[src/hw/mtd_pkg.sv]
// Constants, types and codes shared by both ends of the memory type decoder.
// Assumes one clock domain shared by the requesting end and the decoder.
//
// Functional notes
// Codes 0000-0011 map to device and normal-uncached types
// Read 1010/1110/1011/1111 map to cached types
// Write 0110/1110/0111/1111 map to cached types
// Older alternative codes accepted on each channel
// Unlisted codes flagged reserved
// Several codes per type; never reject any form
// Device unbuffered: response and data from destination
// Device types: no prefetch, no merge
// Non-modifiable same ID same slave stay ordered
// Device buffered: early response, data from destination
// Normal unbuffered: destination only, merge allowed
// Normal types: same ID overlapping stay ordered
// Normal buffered reads may forward newest write
// Normal buffered: early response, timely visible merges
// Cached types: lookup, cached reads, prefetch, merge
// Write-through: early response, write reaches destination
// Write-back: early response, destination visibility optional
// No-allocate is only a hint
// Report read and write allocation hints
// Attribute bit one marks modifiable
// Decoded results registered next edge, cleared on reset
package mtd_pkg;

  localparam int unsigned NUM_CH  = 2;
  localparam int unsigned CH_RD   = 0;
  localparam int unsigned CH_WR   = 1;
  localparam int unsigned CODE_W  = 4;
  localparam int unsigned BIT_MOD = 1;
  localparam int unsigned CNT_W   = 8;

  // Codes valid on both channels
  localparam logic [3:0] CODE_DEV_NB = 4'h0;
  localparam logic [3:0] CODE_DEV_B  = 4'h1;
  localparam logic [3:0] CODE_NRM_NB = 4'h2;
  localparam logic [3:0] CODE_NRM_B  = 4'h3;
  // Current cached codes
  localparam logic [3:0] CODE_WT_LO  = 4'h6;
  localparam logic [3:0] CODE_WB_LO  = 4'h7;
  localparam logic [3:0] CODE_WT_MID = 4'hA;
  localparam logic [3:0] CODE_WB_MID = 4'hB;
  localparam logic [3:0] CODE_WT_HI  = 4'hE;
  localparam logic [3:0] CODE_WB_HI  = 4'hF;

  localparam logic [CNT_W-1:0] CNT_ZERO = 8'h00;
  localparam logic [CNT_W-1:0] CNT_MAX  = 8'hFF;
  localparam logic [CNT_W-1:0] CNT_ONE  = 8'h01;

  typedef enum logic [3:0] {
    MT_DEV_NB = 4'h0,
    MT_DEV_B  = 4'h1,
    MT_NRM_NB = 4'h2,
    MT_NRM_B  = 4'h3,
    MT_WT_NA  = 4'h4,
    MT_WT_RA  = 4'h5,
    MT_WT_WA  = 4'h6,
    MT_WT_RWA = 4'h7,
    MT_WB_NA  = 4'h8,
    MT_WB_RA  = 4'h9,
    MT_WB_WA  = 4'hA,
    MT_WB_RWA = 4'hB
  } mtd_mem_e;

  typedef struct packed {
    logic resp_final;
    logic rd_final;
    logic rd_fwd;
    logic rd_cached;
    logic modif;
    logic pf_ok;
    logic merge_ok;
    logic lookup;
    logic ord_slave;
    logic ord_overlap;
    logic wr_visible;
    logic alloc_rd;
    logic alloc_wr;
  } mtd_duty_s;

endpackage : mtd_pkg

[src/hw/mtd_if.sv]
// Link between the requesting end and the decoder end.
// Assumes both ends run on the same clock and reset.
`timescale 1ns/10ps
interface mtd_if;
  import mtd_pkg::*;

  logic [NUM_CH-1:0] cvalid;
  logic [CODE_W-1:0] code   [NUM_CH];
  logic [NUM_CH-1:0] dvalid;
  logic [NUM_CH-1:0] rsvd;
  mtd_mem_e          mtype  [NUM_CH];
  mtd_duty_s         duty   [NUM_CH];

  modport dev (
    input  cvalid,
    input  code,
    output dvalid,
    output rsvd,
    output mtype,
    output duty
  );

  modport req (
    output cvalid,
    output code,
    input  dvalid,
    input  rsvd,
    input  mtype,
    input  duty
  );

endinterface : mtd_if

[src/hw/mtd_chan_dec.sv]
// Combinational attribute code decode for one channel.
// Assumes the code is stable from a flop in the same clock domain.
`timescale 1ns/10ps
module mtd_chan_dec
  import mtd_pkg::*;
#(
  parameter bit IS_WR = 1'b0
) (
  input  wire logic [CODE_W-1:0] code_in,
  output mtd_mem_e               mtype_out,
  output logic                   rsvd_out,
  output logic                   twin_out,
  output logic                   legacy_out
);

  // ==========================================
  // Code table
  always_comb
  begin
    mtype_out  = MT_DEV_NB;
    rsvd_out   = 1'b0;
    twin_out   = 1'b0;
    legacy_out = 1'b0;
    unique case (code_in)
      // shared codes
      CODE_DEV_NB: mtype_out = MT_DEV_NB;
      CODE_DEV_B:  mtype_out = MT_DEV_B;
      CODE_NRM_NB: mtype_out = MT_NRM_NB;
      CODE_NRM_B:  mtype_out = MT_NRM_B;
      // low codes: write current, read older form
      CODE_WT_LO:
      begin
        mtype_out  = IS_WR ? MT_WT_NA : MT_WT_RA;
        twin_out   = IS_WR;
        legacy_out = !IS_WR;
      end
      CODE_WB_LO:
      begin
        mtype_out  = IS_WR ? MT_WB_NA : MT_WB_RA;
        twin_out   = IS_WR;
        legacy_out = !IS_WR;
      end
      // mid codes: read current, write older form
      CODE_WT_MID:
      begin
        mtype_out  = IS_WR ? MT_WT_WA : MT_WT_NA;
        twin_out   = !IS_WR;
        legacy_out = IS_WR;
      end
      CODE_WB_MID:
      begin
        mtype_out  = IS_WR ? MT_WB_WA : MT_WB_NA;
        twin_out   = !IS_WR;
        legacy_out = IS_WR;
      end
      // high codes: the other hint is unknown here
      CODE_WT_HI:
      begin
        mtype_out = IS_WR ? MT_WT_WA : MT_WT_RA;
        twin_out  = 1'b1;
      end
      CODE_WB_HI:
      begin
        mtype_out = IS_WR ? MT_WB_WA : MT_WB_RA;
        twin_out  = 1'b1;
      end
      // anything else
      default: rsvd_out = 1'b1;
    endcase
  end

endmodule : mtd_chan_dec

[src/hw/mtd_decoder.sv]
// Decoder end: turns read and write attribute codes into memory types
// and handling duties, one registered result per channel.
// Assumes codes arrive from flops on the same clock; no synchroniser needed.
`timescale 1ns/10ps
module mtd_decoder
  import mtd_pkg::*;
(
  input  wire logic       clk_in,
  input  wire logic       rstn_in,
  mtd_if.dev              link,
  output mtd_mem_e        rd_type_out,
  output mtd_mem_e        wr_type_out,
  output logic [NUM_CH-1:0] rsvd_out,
  output logic [NUM_CH-1:0] twin_out,
  output logic [NUM_CH-1:0] legacy_out,
  output logic [CNT_W-1:0]  rd_rsvd_cnt_out,
  output logic [CNT_W-1:0]  wr_rsvd_cnt_out
);

  // ==========================================
  // Duty table
  // Reserved codes get the strictest handling so a stray code can
  // never widen what the memory system is allowed to do.
  function automatic mtd_duty_s duty_of(
    input mtd_mem_e mt,
    input logic     rsvd,
    input logic     modif_bit
  );
    mtd_duty_s d;
    d = '0;
    // modifiable bit
    d.modif = modif_bit;
    if (rsvd)
    begin
      d.resp_final = 1'b1;
      d.rd_final   = 1'b1;
      d.ord_slave  = 1'b1;
      d.modif      = 1'b0;
    end
    else
    begin
      unique case (mt)
        // device unbuffered
        MT_DEV_NB:
        begin
          d.resp_final = 1'b1;
          d.rd_final   = 1'b1;
          d.ord_slave  = 1'b1;
        end
        // device buffered
        MT_DEV_B:
        begin
          d.rd_final   = 1'b1;
          d.wr_visible = 1'b1;
          d.ord_slave  = 1'b1;
        end
        // normal unbuffered
        MT_NRM_NB:
        begin
          d.resp_final  = 1'b1;
          d.rd_final    = 1'b1;
          d.merge_ok    = 1'b1;
          d.ord_overlap = 1'b1;
        end
        // normal buffered
        MT_NRM_B:
        begin
          d.rd_fwd      = 1'b1;
          d.merge_ok    = 1'b1;
          d.wr_visible  = 1'b1;
          d.ord_overlap = 1'b1;
        end
        // write-through family
        MT_WT_NA, MT_WT_RA, MT_WT_WA, MT_WT_RWA:
        begin
          d.rd_cached   = 1'b1;
          d.pf_ok       = 1'b1;
          d.merge_ok    = 1'b1;
          d.lookup      = 1'b1;
          d.wr_visible  = 1'b1;
          d.ord_overlap = 1'b1;
        end
        // write-back family, no visibility duty
        MT_WB_NA, MT_WB_RA, MT_WB_WA, MT_WB_RWA:
        begin
          d.rd_cached   = 1'b1;
          d.pf_ok       = 1'b1;
          d.merge_ok    = 1'b1;
          d.lookup      = 1'b1;
          d.ord_overlap = 1'b1;
        end
      endcase
      // allocation hints; R18 hints never forbid allocation
      unique case (mt)
        MT_WT_RA, MT_WB_RA:
        begin
          d.alloc_rd = 1'b1;
        end
        MT_WT_WA, MT_WB_WA:
        begin
          d.alloc_wr = 1'b1;
        end
        MT_WT_RWA, MT_WB_RWA:
        begin
          d.alloc_rd = 1'b1;
          d.alloc_wr = 1'b1;
        end
        default:
        begin
          d.alloc_rd = 1'b0;
        end
      endcase
    end
    return d;
  endfunction : duty_of

  // ==========================================
  // Per-channel decode
  mtd_mem_e          dec_type   [NUM_CH];
  logic [NUM_CH-1:0] dec_rsvd;
  logic [NUM_CH-1:0] dec_twin;
  logic [NUM_CH-1:0] dec_legacy;

  mtd_mem_e          type_r     [NUM_CH];
  mtd_mem_e          type_nxt   [NUM_CH];
  mtd_duty_s         duty_r     [NUM_CH];
  mtd_duty_s         duty_nxt   [NUM_CH];
  logic [NUM_CH-1:0] dvalid_r;
  logic [NUM_CH-1:0] dvalid_nxt;
  logic [NUM_CH-1:0] rsvd_r;
  logic [NUM_CH-1:0] rsvd_nxt;
  logic [NUM_CH-1:0] twin_r;
  logic [NUM_CH-1:0] twin_nxt;
  logic [NUM_CH-1:0] legacy_r;
  logic [NUM_CH-1:0] legacy_nxt;
  logic [CNT_W-1:0]  cnt_r      [NUM_CH];
  logic [CNT_W-1:0]  cnt_nxt    [NUM_CH];

  genvar gi;
  generate
    for (gi = 0; gi < NUM_CH; gi++)
    begin : g_ch
      mtd_chan_dec #(
        .IS_WR (gi == CH_WR)
      ) u_dec (
        .code_in    (link.code[gi]),
        .mtype_out  (dec_type[gi]),
        .rsvd_out   (dec_rsvd[gi]),
        .twin_out   (dec_twin[gi]),
        .legacy_out (dec_legacy[gi])
      );

      // ==========================================
      // Next values
      // Results only move on a presented code; between codes the
      // last decode stands, so the far end may sample it late.
      always_comb
      begin
        type_nxt[gi]   = type_r[gi];
        duty_nxt[gi]   = duty_r[gi];
        rsvd_nxt[gi]   = rsvd_r[gi];
        twin_nxt[gi]   = twin_r[gi];
        legacy_nxt[gi] = legacy_r[gi];
        cnt_nxt[gi]    = cnt_r[gi];
        dvalid_nxt[gi] = link.cvalid[gi];
        if (link.cvalid[gi])
        begin
          // every listed form is accepted, none refused
          type_nxt[gi]   = dec_type[gi];
          duty_nxt[gi]   = duty_of(dec_type[gi], dec_rsvd[gi], link.code[gi][BIT_MOD]);
          twin_nxt[gi]   = dec_twin[gi];
          legacy_nxt[gi] = dec_legacy[gi];
          // reserved flag and saturating tally
          rsvd_nxt[gi]   = dec_rsvd[gi];
          if (dec_rsvd[gi] && cnt_r[gi] != CNT_MAX)
          begin
            cnt_nxt[gi] = cnt_r[gi] + CNT_ONE;
          end
        end
      end

      // ==========================================
      // Registers
      // registered one edge later, cleared on reset
      always_ff @(posedge clk_in or negedge rstn_in)
      begin
        if (!rstn_in)
        begin
          type_r[gi]   <= MT_DEV_NB;
          duty_r[gi]   <= '0;
          dvalid_r[gi] <= 1'b0;
          rsvd_r[gi]   <= 1'b0;
          twin_r[gi]   <= 1'b0;
          legacy_r[gi] <= 1'b0;
          cnt_r[gi]    <= CNT_ZERO;
        end
        else
        begin
          type_r[gi]   <= type_nxt[gi];
          duty_r[gi]   <= duty_nxt[gi];
          dvalid_r[gi] <= dvalid_nxt[gi];
          rsvd_r[gi]   <= rsvd_nxt[gi];
          twin_r[gi]   <= twin_nxt[gi];
          legacy_r[gi] <= legacy_nxt[gi];
          cnt_r[gi]    <= cnt_nxt[gi];
        end
      end

      // ==========================================
      // Link outputs
      assign link.mtype[gi] = type_r[gi];
      assign link.duty[gi]  = duty_r[gi];
    end
  endgenerate

  // ==========================================
  // Outputs, all straight from flops
  assign link.dvalid     = dvalid_r;
  assign link.rsvd       = rsvd_r;
  assign rd_type_out     = type_r[CH_RD];
  assign wr_type_out     = type_r[CH_WR];
  assign rsvd_out        = rsvd_r;
  assign twin_out        = twin_r;
  assign legacy_out      = legacy_r;
  assign rd_rsvd_cnt_out = cnt_r[CH_RD];
  assign wr_rsvd_cnt_out = cnt_r[CH_WR];

endmodule : mtd_decoder

[src/flat_wrapper.sv]
// flat-port wrapper written by rule: the top's interface ports become plain ports
module mtd_decoder_flat import mtd_pkg::*;
  (clk_in, rstn_in, rd_type_out, wr_type_out, rsvd_out, twin_out, legacy_out, rd_rsvd_cnt_out, wr_rsvd_cnt_out, link_cvalid, link_code, link_dvalid, link_rsvd, link_mtype, link_duty);
  mtd_if link_i ();
  input  wire logic clk_in;
  input  wire logic rstn_in;
  output mtd_mem_e rd_type_out;
  output mtd_mem_e wr_type_out;
  output logic [NUM_CH-1:0] rsvd_out;
  output logic [NUM_CH-1:0] twin_out;
  output logic [NUM_CH-1:0] legacy_out;
  output logic [CNT_W-1:0] rd_rsvd_cnt_out;
  output logic [CNT_W-1:0] wr_rsvd_cnt_out;
  input wire logic [$bits(link_i.cvalid)-1:0] link_cvalid;
  input wire logic [$bits(link_i.code)-1:0] link_code;
  output wire logic [$bits(link_i.dvalid)-1:0] link_dvalid;
  output wire logic [$bits(link_i.rsvd)-1:0] link_rsvd;
  output wire logic [$bits(link_i.mtype)-1:0] link_mtype;
  output wire logic [$bits(link_i.duty)-1:0] link_duty;
  assign link_i.cvalid = link_cvalid;
  assign link_i.code = {>>{link_code}};
  assign link_dvalid = link_i.dvalid;
  assign link_rsvd = link_i.rsvd;
  assign link_mtype = {>>{link_i.mtype}};
  assign link_duty = {>>{link_i.duty}};
  mtd_decoder u_core (.clk_in(clk_in), .rstn_in(rstn_in), .link(link_i), .rd_type_out(rd_type_out), .wr_type_out(wr_type_out), .rsvd_out(rsvd_out), .twin_out(twin_out), .legacy_out(legacy_out), .rd_rsvd_cnt_out(rd_rsvd_cnt_out), .wr_rsvd_cnt_out(wr_rsvd_cnt_out));
endmodule
[config.mk]
export PLATFORM = sky130hd
export DESIGN_NAME = mtd_decoder_flat
export DESIGN_NICKNAME = d
export VERILOG_FILES = /design/src/hw/mtd_pkg.sv /design/src/hw/mtd_if.sv /design/src/hw/mtd_chan_dec.sv /design/src/hw/mtd_decoder.sv /design/src/flat_wrapper.sv
export SDC_FILE = /design/constraint.sdc
export NUM_CORES = 1
export LEC_CHECK = 0
export ABC_AREA = 1
export BUFFER_PORTS_ARGS = -buffer_cell sky130_fd_sc_hd__clkbuf_2
export CORE_AREA = 2 2 101 103
export DETAILED_ROUTE_END_ITERATION = 8
export DIE_AREA = 0 0 103 105
export GPL_TIMING_DRIVEN = 0
export SLEW_MARGIN = 20
export SYNTH_ARGS = -nofsm -noshare
export SYNTH_HDL_FRONTEND = slang
export SYNTH_SLANG_ARGS = --single-unit
[constraint.sdc]
create_clock -name clk_in -period 1.85 [get_ports clk_in]
set_clock_uncertainty 0.2 [all_clocks]
set_input_delay 0.37 -clock clk_in [delete_from_list [all_inputs] [get_ports clk_in]]
set_output_delay 0.37 -clock clk_in [all_outputs]
set_load 0.02 [all_outputs]
==> impl_metrics.env, run 1 <==
export IMPL_peakVddDrop_uv=400.6
export IMPL_core_area_um2=9639
export IMPL_syn_cell_area_um2=2394
export IMPL_power_mw=2.866
export IMPL_drive_above_1_share_pct=33.15
export IMPL_clock_fmax_mhz=624.1
export IMPL_cts_root_buf="clkbuf_8"
export IMPL_arrival_ns=1.60
export IMPL_critPathKind="reg2reg"
export IMPL_num_fill_cells=1084
export IMPL_antenna_found_initial=0
export IMPL_finish_utilization_pct=31.80
export IMPL_diodes=0
export IMPL_status="finished clean"
export IMPL_grt_pass1_wl_mm=8.970
export IMPL_tritoncts_num_buffers=5
export IMPL_hold_viol=0
export IMPL_crit_path_max_incr_delay_ns=0.44
export IMPL_pwr_density_cell_nw_per_um2=935.0
export IMPL_setup_slack_ns=0.2476
export IMPL_cts_resized=0
export IMPL_startpoint_type="flip-flop"
export IMPL_period_share_pct=86.62
export IMPL_area_sequential_um2=1301
export IMPL_wl_mm=5.321
export IMPL_crit_fanout=9
export IMPL_synth_distinct_cells=25
export IMPL_hold_path_class="in2reg"
export IMPL_reg2reg_slack_ns=0.25
export IMPL_seq_area_frac_synth_pct=54.36
export IMPL_fin_setup_tns_ns=0
export IMPL_maxSlewHeadroom_pct=51.90
export IMPL_synth_top_area_share_pct=54.36
export IMPL_dp_hpwl_mm=4.038
export IMPL_cts_tree="built"
export IMPL_wl_per_cell_um=10.62
export IMPL_die_w_um=103
export IMPL_clock_sinks=52
export IMPL_h_tree_depth=2
export IMPL_rsz0062_at_grt="no"
export IMPL_design_die_area_um2=10820
export IMPL_overflow=0
export IMPL_ys_ff_latch=52
export IMPL_num_rows=36
export IMPL_port_buffers=79
export IMPL_syn_area_per_cell_um2=8.548
export IMPL_clockBufferDepth=2
export IMPL_yosys_area_top_type="dfrtp_1"
export IMPL_grtUsageTotal_pct=10.35
export IMPL_p_leak_nw=1.672
export IMPL_grt_start_max_net_pins=53
export IMPL_path_cells="ha_1 > nand3_1 > inv_1 > nand2_1 > nand2_4 > clkinv_4 > nand2_1 > nand2_1"
export IMPL_ant_nets=0
export IMPL_postPlaceCellArea_um2=2958
export IMPL_holdWs_ns=0.09719
export IMPL_maxCapViolations=0
export IMPL_viasPerCell=4.046
export IMPL_report_final_slew_viol_count=0
export IMPL_worstSkewPairLatency_ns=0.30
export IMPL_tightest_slew_ns=0.7215
export IMPL_clk_pin_slew_worst_paths_ns=0.10
export IMPL_final_cells=501
export IMPL_drtIter0Drc=40
export IMPL_nets=381
export IMPL_ios=80
export IMPL_ys_top_cells_by_area="dfrtp_1, nand2_1, buf_4"
export IMPL_setup_violations=0
export IMPL_worst_path_max_delay_cell="dfrtp_1"
export IMPL_yosysMostFrequentCell="nand2_1"
export IMPL_drc=0
export IMPL_path_buf_inv=2
export IMPL_required_ns=1.85
export IMPL_multiInputGateArea_um2=857.1
export IMPL_area_delta_synth_final_pct=28.07
export IMPL_syn_instance_count=280
export IMPL_dieHeight_um=105
export IMPL_synth_edf_count=0
export IMPL_synth_common_cells="nand2_1, dfrtp_1, inv_1, buf_4, nor2_1"
export IMPL_final_area_um2=3065
export IMPL_crit_path_frequent_cell="nand2_1"
export IMPL_initial_core_util_pct=24.83
export IMPL_grt_pass1_vias=1874
export IMPL_ys_flop_type="dfrtp_1"
export IMPL_async_reset_ff_share_pct=100.0
export IMPL_yosys_warnings=0
export IMPL_vias=2027
export IMPL_synth_nets=294
export IMPL_drtPass1Iterations=4
export IMPL_dp_slack_ns=0.2466
export IMPL_placed_cells=492
export IMPL_cp_top_family="simple AND/OR/NAND/NOR gates"
export IMPL_cts_setup_buffers=0
export IMPL_gp_congestion=0.7559
export IMPL_period_minus_slack_ns=1.602
export IMPL_end_kind="flip-flop"
-- power by group --
group | internal, mW | total [mW] | switching (mW)
logic | 0.280 | 0.759 | 0.479
registers | 1.27 | 1.42 | 0.147
clock network | 0.304 | 0.686 | 0.382
-- cells in the final DEF (no fill, tap or decap), drive strengths merged --
cell type,n
clkinvlp,2
dfrtp,52
clkinv,1
o22ai,2
xor2,2
nor2,20
dlygate4sd3,1
xnor2,4
clkbuf,85
o21ai,15
ha,2
nand4,2
nand2,119
inv,25
o31ai,1
buf,18
nand3,15
a21oi,1
nor3,1
-- what timing repair did --
item / CTS / global route
hold buffers: 1 / 0
setup endpoints to repair: 0 / 0
hold endpoints to repair: 52 / 0
-- cell families (layout without fill, tap and decap cells) --
group / after synthesis / in the layout / synth area share [%]
adder cells (fa/ha/maj): 2 / 2 / 1.045
AO/OA/AOI/OAI: 19 / 19 / 4.339
AND/OR/NAND/NOR: 157 / 157 / 28.23
buffers and inverters: 44 / 132 / 9.828
XOR/XNOR: 6 / 6 / 2.195
flip-flops: 52 / 52 / 54.36
-- area by class of cell --
| type | instances | area share [%] |
|---|---|---|
| clock buffers | 6 | 2.694 |
| repair buffers | 80 | 13.31 |
| flip-flops and latches | 52 | 42.45 |
| well taps | 133 | 5.429 |
| inverters | 26 | 3.429 |
| clock inverters | 2 | 0.4898 |
| multi-input cells | 184 | 27.96 |
| plain buffers | 18 | 4.245 |
-- path summary, 6_finish.rpt --
check                                     startpoint                         to  cells after the start
max reg2reg                u_core.wr_rsvd_cnt_out[0]  u_core.wr_rsvd_cnt_out[3]                      8
max in group asynchronous                    rstn_in  u_core.wr_rsvd_cnt_out[7]                      2
max                        u_core.wr_rsvd_cnt_out[0]  u_core.wr_rsvd_cnt_out[3]                      8
min in group asynchronous                    rstn_in       u_core.link.duty[24]                      2
min                                     link_code[7]       u_core.legacy_out[0]                      2
min reg2reg                     u_core.link.duty[14]       u_core.link.duty[14]                      2
-- layer usage --
metal / vias to the layer above / track usage (%) / wire [um] / share of wire [%]
met5: - / 0 / 0 / 0
met4: 0 / 3.665 / 90 / 1.7
met3: 9 / 2.207 / 266 / 5.0
met2: 54 / 16.84 / 2556 / 48
met1: 938 / 13.40 / 2408 / 45
li1: 1026 / - / - / -
-- flip-flops by register name, summed over array words and instances (netlist names) --
name,cells
u_core.rd_type_out,4
u_core.wr_type_out,4
u_core.legacy_out,2
u_core.link.dvalid,2
u_core.wr_rsvd_cnt_out,8
u_core.rd_rsvd_cnt_out,8
u_core.link.duty,20
u_core.twin_out,2
u_core.link.rsvd,2
(Power assumes the default switching activity.)
==> run 2, diff against run 1 <==
ABC_AREA = unset   (was 1)
==> impl_metrics.env, run 2 <==
export IMPL_yosys_area_top_type="dfrtp_1"
export IMPL_wl_mm=5.441
export IMPL_tritoncts_num_buffers=5
export IMPL_multiInputGateArea_um2=797.0
export IMPL_yosysMostFrequentCell="dfrtp_1"
export IMPL_dp_slack_ns=-0.1625
export IMPL_period_minus_slack_ns=1.749
export IMPL_tightest_slew_ns=0.7193
export IMPL_reg2reg_slack_ns=0.10
export IMPL_syn_cell_area_um2=2354
export IMPL_grt_pass1_wl_mm=8.866
export IMPL_p_leak_nw=1.552
export IMPL_viasPerCell=4.211
export IMPL_vias=1874
export IMPL_clk_pin_slew_worst_paths_ns=0.09
export IMPL_port_buffers=77
export IMPL_diodes=0
export IMPL_fin_setup_tns_ns=0
export IMPL_ys_ff_latch=52
export IMPL_crit_fanout=5
export IMPL_antenna_found_initial=0
export IMPL_design_die_area_um2=10820
export IMPL_hold_path_class="in2reg"
export IMPL_synth_edf_count=0
export IMPL_drtPass1Iterations=4
export IMPL_synth_distinct_cells=38
export IMPL_clock_fmax_mhz=571.8
export IMPL_holdWs_ns=0.04018
export IMPL_yosys_warnings=0
export IMPL_peakVddDrop_uv=617.8
export IMPL_end_kind="flip-flop"
export IMPL_syn_area_per_cell_um2=10.46
export IMPL_hold_viol=0
export IMPL_rsz0062_at_grt="no"
export IMPL_final_cell_mix="clkbuf_2, dfrtp_1, inv_1, nand2_1, buf_4"
export IMPL_nets=326
export IMPL_dp_hpwl_mm=4.133
export IMPL_required_ns=1.84
export IMPL_gp_congestion=0.7713
export IMPL_setup_violations=0
export IMPL_synth_common_cells="dfrtp_1, inv_1, nand2_1, buf_4, o21ai_0"
export IMPL_seq_area_frac_synth_pct=55.29
export IMPL_num_rows=36
export IMPL_overflow=0
export IMPL_status="finished clean"
export IMPL_drive_above_1_share_pct=38.78
export IMPL_synth_top_area_share_pct=55.29
export IMPL_startpoint_type="flip-flop"
export IMPL_ant_nets=0
export IMPL_synth_nets=239
export IMPL_clockBufferDepth=2
export IMPL_maxCapViolations=0
export IMPL_maxSlewHeadroom_pct=52.04
export IMPL_ys_flop_type="dfrtp_1"
export IMPL_clock_sinks=52
export IMPL_cts_tree="built"
export IMPL_h_tree_depth=2
export IMPL_largest_register_ffs=20
export IMPL_period_share_pct=94.53
export IMPL_initial_core_util_pct=24.42
export IMPL_area_sequential_um2=1303
export IMPL_num_fill_cells=1034
export IMPL_arrival_ns=1.74
export IMPL_grt_start_max_net_pins=53
export IMPL_worstSkewPairLatency_ns=0.30
export IMPL_async_reset_ff_share_pct=100.0
export IMPL_ys_top_cells_by_area="dfrtp_1, buf_4, inv_1"
export IMPL_critPathKind="reg2reg"
export IMPL_die_w_um=103
export IMPL_drtIter0Drc=42
export IMPL_pwr_density_cell_nw_per_um2=1117
export IMPL_drc=0
export IMPL_report_final_slew_viol_count=0
export IMPL_cts_root_buf="clkbuf_8"
export IMPL_layout_commonest_cell="clkbuf_2"
export IMPL_area_delta_synth_final_pct=30.52
export IMPL_wl_per_cell_um=12.23
export IMPL_core_area_um2=9639
export IMPL_syn_instance_count=225
export IMPL_grtUsageTotal_pct=10.34
export IMPL_ios=80
export IMPL_setup_slack_ns=0.1012
export IMPL_dieHeight_um=105
export IMPL_grt_pass1_vias=1824
==> run 2: changes by cell type after synthesis, moves of 4 or more <==
cell	before	now
inv_1	21	26
nand2_2	4	0
o22ai_1	2	6
nand2_1	113	21
mux2_2	0	8
nand3_1	15	11
nor3_1	0	4
o21ai_0	12	17
nor2_1	16	9
nor2b_1	0	7
==> run 2: final timing paths <==
check / from / endpoint / cells after the start
max: u_core.rd_rsvd_cnt_out[6] / u_core.rd_rsvd_cnt_out[1] / 4
min: link_cvalid[1] / u_core.link.dvalid[1] / 1
max reg2reg: u_core.rd_rsvd_cnt_out[6] / u_core.rd_rsvd_cnt_out[1] / 4
min reg2reg: u_core.link.duty[11] / u_core.link.duty[11] / 1
max in group asynchronous: rstn_in / u_core.rd_rsvd_cnt_out[5] / 2
min in group asynchronous: rstn_in / u_core.rd_rsvd_cnt_out[6] / 2
==> run 2: area by class of cell <==
cell class,instances,area share (%)
Buffer,24,5.336
Timing Repair Buffer,80,13.52
Inverter,26,3.177
Clock buffer,5,2.240
Tap cell,133,5.418
Multi-Input combinational cell,123,25.95
Sequential cell,52,42.40
Clock inverter,2,1.955
==> run 2: layer usage <==
layer	share of wire (%)	global-route usage, %	vias to the layer above	wire (um)
met5	0	0	-	0
met4	0	2.350	0	0
met3	5.8	3.010	0	316
met2	49	16.79	66	2655
met1	45	13.51	895	2470
li1	-	-	913	-
==> run 2: cells by family after synthesis <==
logic type                 share of synthesized area [%]
buffers and inverters                              11.11
adders and majority gates                          1.063
and+or+nand+nor                                    14.04
DFF                                                55.29
AOI/OAI and AO/OA                                  11.16
xor gates and xnor gates                           2.233
muxes                                              5.104
==> run 2: what timing repair did <==
item,in CTS,in global routing
pin swaps,0,1
gates resized for setup,1,1
gates cloned,0,0
buffers inserted,0,1
hold buffers,2,0
endpoints found under the hold margin,53,0
setup endpoints to repair,1,3
==> run 2: worst max-delay path, stage by stage, from the launching register on <==
cell     delay (ns)
dfrtp_1        0.42
and4_2         0.31
nand2_1        0.11
o21ai_1        0.23
mux2_2         0.36
==> run 2: through the flow <==
step	total power, mW	std cells	instance area, um^2	util [%]
after floorplan	2.171	225	2355	-
after global placement	2.532	435	2907	30.15
after detailed placement	2.560	435	2909	30.18
after CTS	3.491	444	3058	31.72
after global routing	3.664	445	3072	31.87
final	3.430	445	3072	31.87
==> run 2: where the power goes <==
group / switching (mW) / total (mW) / internal (mW)
clock: 0.373 / 0.906 / 0.533
combinational: 0.603 / 0.987 / 0.384
sequential: 0.211 / 1.54 / 1.33
total: 1.19 / 3.43 / 2.24
==> run 3, diff against run 2 <==
CORE_AREA = 2 2 72 74   (was 2 2 101 103)
DIE_AREA = 0 0 74 76   (was 0 0 103 105)
PLACE_DENSITY = 0.78   (was unset)
==> impl_metrics.env, run 3 (same netlist as run 2, synthesis figures left out) <==
export IMPL_status="finished clean"
export IMPL_setup_violations=0
export IMPL_grt_pass1_vias=1724
export IMPL_required_ns=1.84
export IMPL_clock_fmax_mhz=565.4
export IMPL_area_delta_synth_final_pct=25.62
export IMPL_startpoint_type="flip-flop"
export IMPL_grtUsageTotal_pct=16.98
export IMPL_path_cells="and4_2 > nand2_1 > o21ai_1 > mux2_2"
export IMPL_pwr_density_cell_nw_per_um2=1069
export IMPL_period_minus_slack_ns=1.769
export IMPL_layout_commonest_cell="clkbuf_2"
export IMPL_viasPerCell=4.833
export IMPL_top_usage_layer="met2"
export IMPL_maxSlewHeadroom_pct=52.46
export IMPL_drc=0
export IMPL_gp_congestion=0.8496
export IMPL_grt_start_max_net_pins=53
export IMPL_grt_pass1_wl_mm=7.610
export IMPL_grt_util_met1_pct=20.89
export IMPL_hold_viol=0
export IMPL_placed_cells=372
export IMPL_clockBufferDepth=2
export IMPL_drtIter0Drc=74
export IMPL_h_tree_depth=2
export IMPL_report_final_slew_viol_count=0
export IMPL_tightest_slew_ns=0.7131
export IMPL_worstSkewPairLatency_ns=0.30
export IMPL_hold_path_class="in2reg"
export IMPL_critPathKind="reg2reg"
export IMPL_power_mw=3.159
export IMPL_worst_path_max_delay_cell="dfrtp_1"
export IMPL_period_share_pct=95.60
export IMPL_peakVddDrop_uv=818.4
export IMPL_end_kind="flip-flop"
export IMPL_wl_per_cell_um=12.38
export IMPL_clock_sinks=52
export IMPL_setup_slack_ns=0.08131
export IMPL_dieHeight_um=76
export IMPL_dp_hpwl_mm=3.367
export IMPL_cts_root_buf="clkbuf_8"
export IMPL_dp_slack_ns=-0.1786
export IMPL_cts_tree="built"
export IMPL_holdWs_ns=0.1489
export IMPL_antenna_found_initial=0
export IMPL_die_w_um=74
export IMPL_vias=1851
export IMPL_p_leak_nw=1.533
export IMPL_use_met2_pct=28.66
export IMPL_ios=80
export IMPL_crit_fanout=5
export IMPL_tritoncts_num_buffers=5
export IMPL_final_cell_mix="clkbuf_2, dfrtp_1, inv_1, nand2_1, buf_4"
export IMPL_ant_nets=0
export IMPL_drtPass1Iterations=4
export IMPL_crit_path_max_incr_delay_ns=0.44
export IMPL_num_rows=26
export IMPL_globalRouteMet3Util_pct=4.101
export IMPL_rsz0062_at_grt="no"
export IMPL_design_die_area_um2=5624
export IMPL_initial_core_util_pct=47.91
export IMPL_overflow=0
export IMPL_clk_pin_slew_worst_paths_ns=0.09
export IMPL_maxCapViolations=0
export IMPL_port_buffers=77
export IMPL_diodes=0
export IMPL_largest_register_ffs=20
export IMPL_core_area_um2=4912
export IMPL_drive_above_1_share_pct=38.02
export IMPL_wl_mm=4.741
export IMPL_final_cells=383
export IMPL_nets=326
export IMPL_arrival_ns=1.76
run 3: worst max-delay path: cells and delay by family (launching register included):
family           cells  cell delay (ns)
multiplexers         1             0.36
AO/OA/AOI/OAI        1             0.22
AND/OR/NAND/NOR      2             0.44
flip-flops           1             0.44
run 3: layout make-up:
type,count,area [um^2]
repair buffers,80,417.9
plain buffers,24,163.9
well taps,70,87.58
fillers,437,1956
multi-input cells,123,797.0
inverters,26,97.59
flip-flops and latches,52,1303
clock buffers,8,90.09
run 3: per-layer routing:
metal	part of all wire [%]	wire, um
met1	44	2107
met2	49	2329
met5	0	0
met4	1.9	88
met3	4.5	215
run 3: worst paths after layout:
check,endpoint,start,cells past startpoint,slack [ns]
max,u_core.rd_rsvd_cnt_out[1],u_core.rd_rsvd_cnt_out[6],4,0.08
min,u_core.link.duty[21],link_code[5],3,0.15
max reg2reg,u_core.rd_rsvd_cnt_out[1],u_core.rd_rsvd_cnt_out[6],4,0.08
min reg2reg,u_core.link.duty[24],u_core.link.duty[24],1,0.29
max in group asynchronous,u_core.rd_rsvd_cnt_out[5],rstn_in,2,0.47
min in group asynchronous,u_core.rd_rsvd_cnt_out[4],rstn_in,2,0.48
run 3: timing repair:
| action | CTS | global route |
|---|---|---|
| hold buffers | 3 | 0 |
| endpoints found under the hold margin | 54 | 0 |
| buffers inserted | 0 | 0 |
| setup endpoints to repair | 1 | 1 |
| gates resized for setup | 1 | 1 |
run 3: report_power, final:
part	switching, mW	internal, mW
combinational	0.592	0.385
sequential	0.203	1.33
clock	0.346	0.306
total	1.14	2.02
run 3: through the flow:
stage | TNS (ns) | utilization, % | cell area, um^2
final | 0 | 60.19 | 2957
after global routing | 0 | 60.19 | 2957
after CTS | 0 | 60.06 | 2950
after detailed placement | -0.2282 | 57.62 | 2830
after global placement | -0.1650 | 57.57 | 2828
after floorplan | 0 | - | 2355
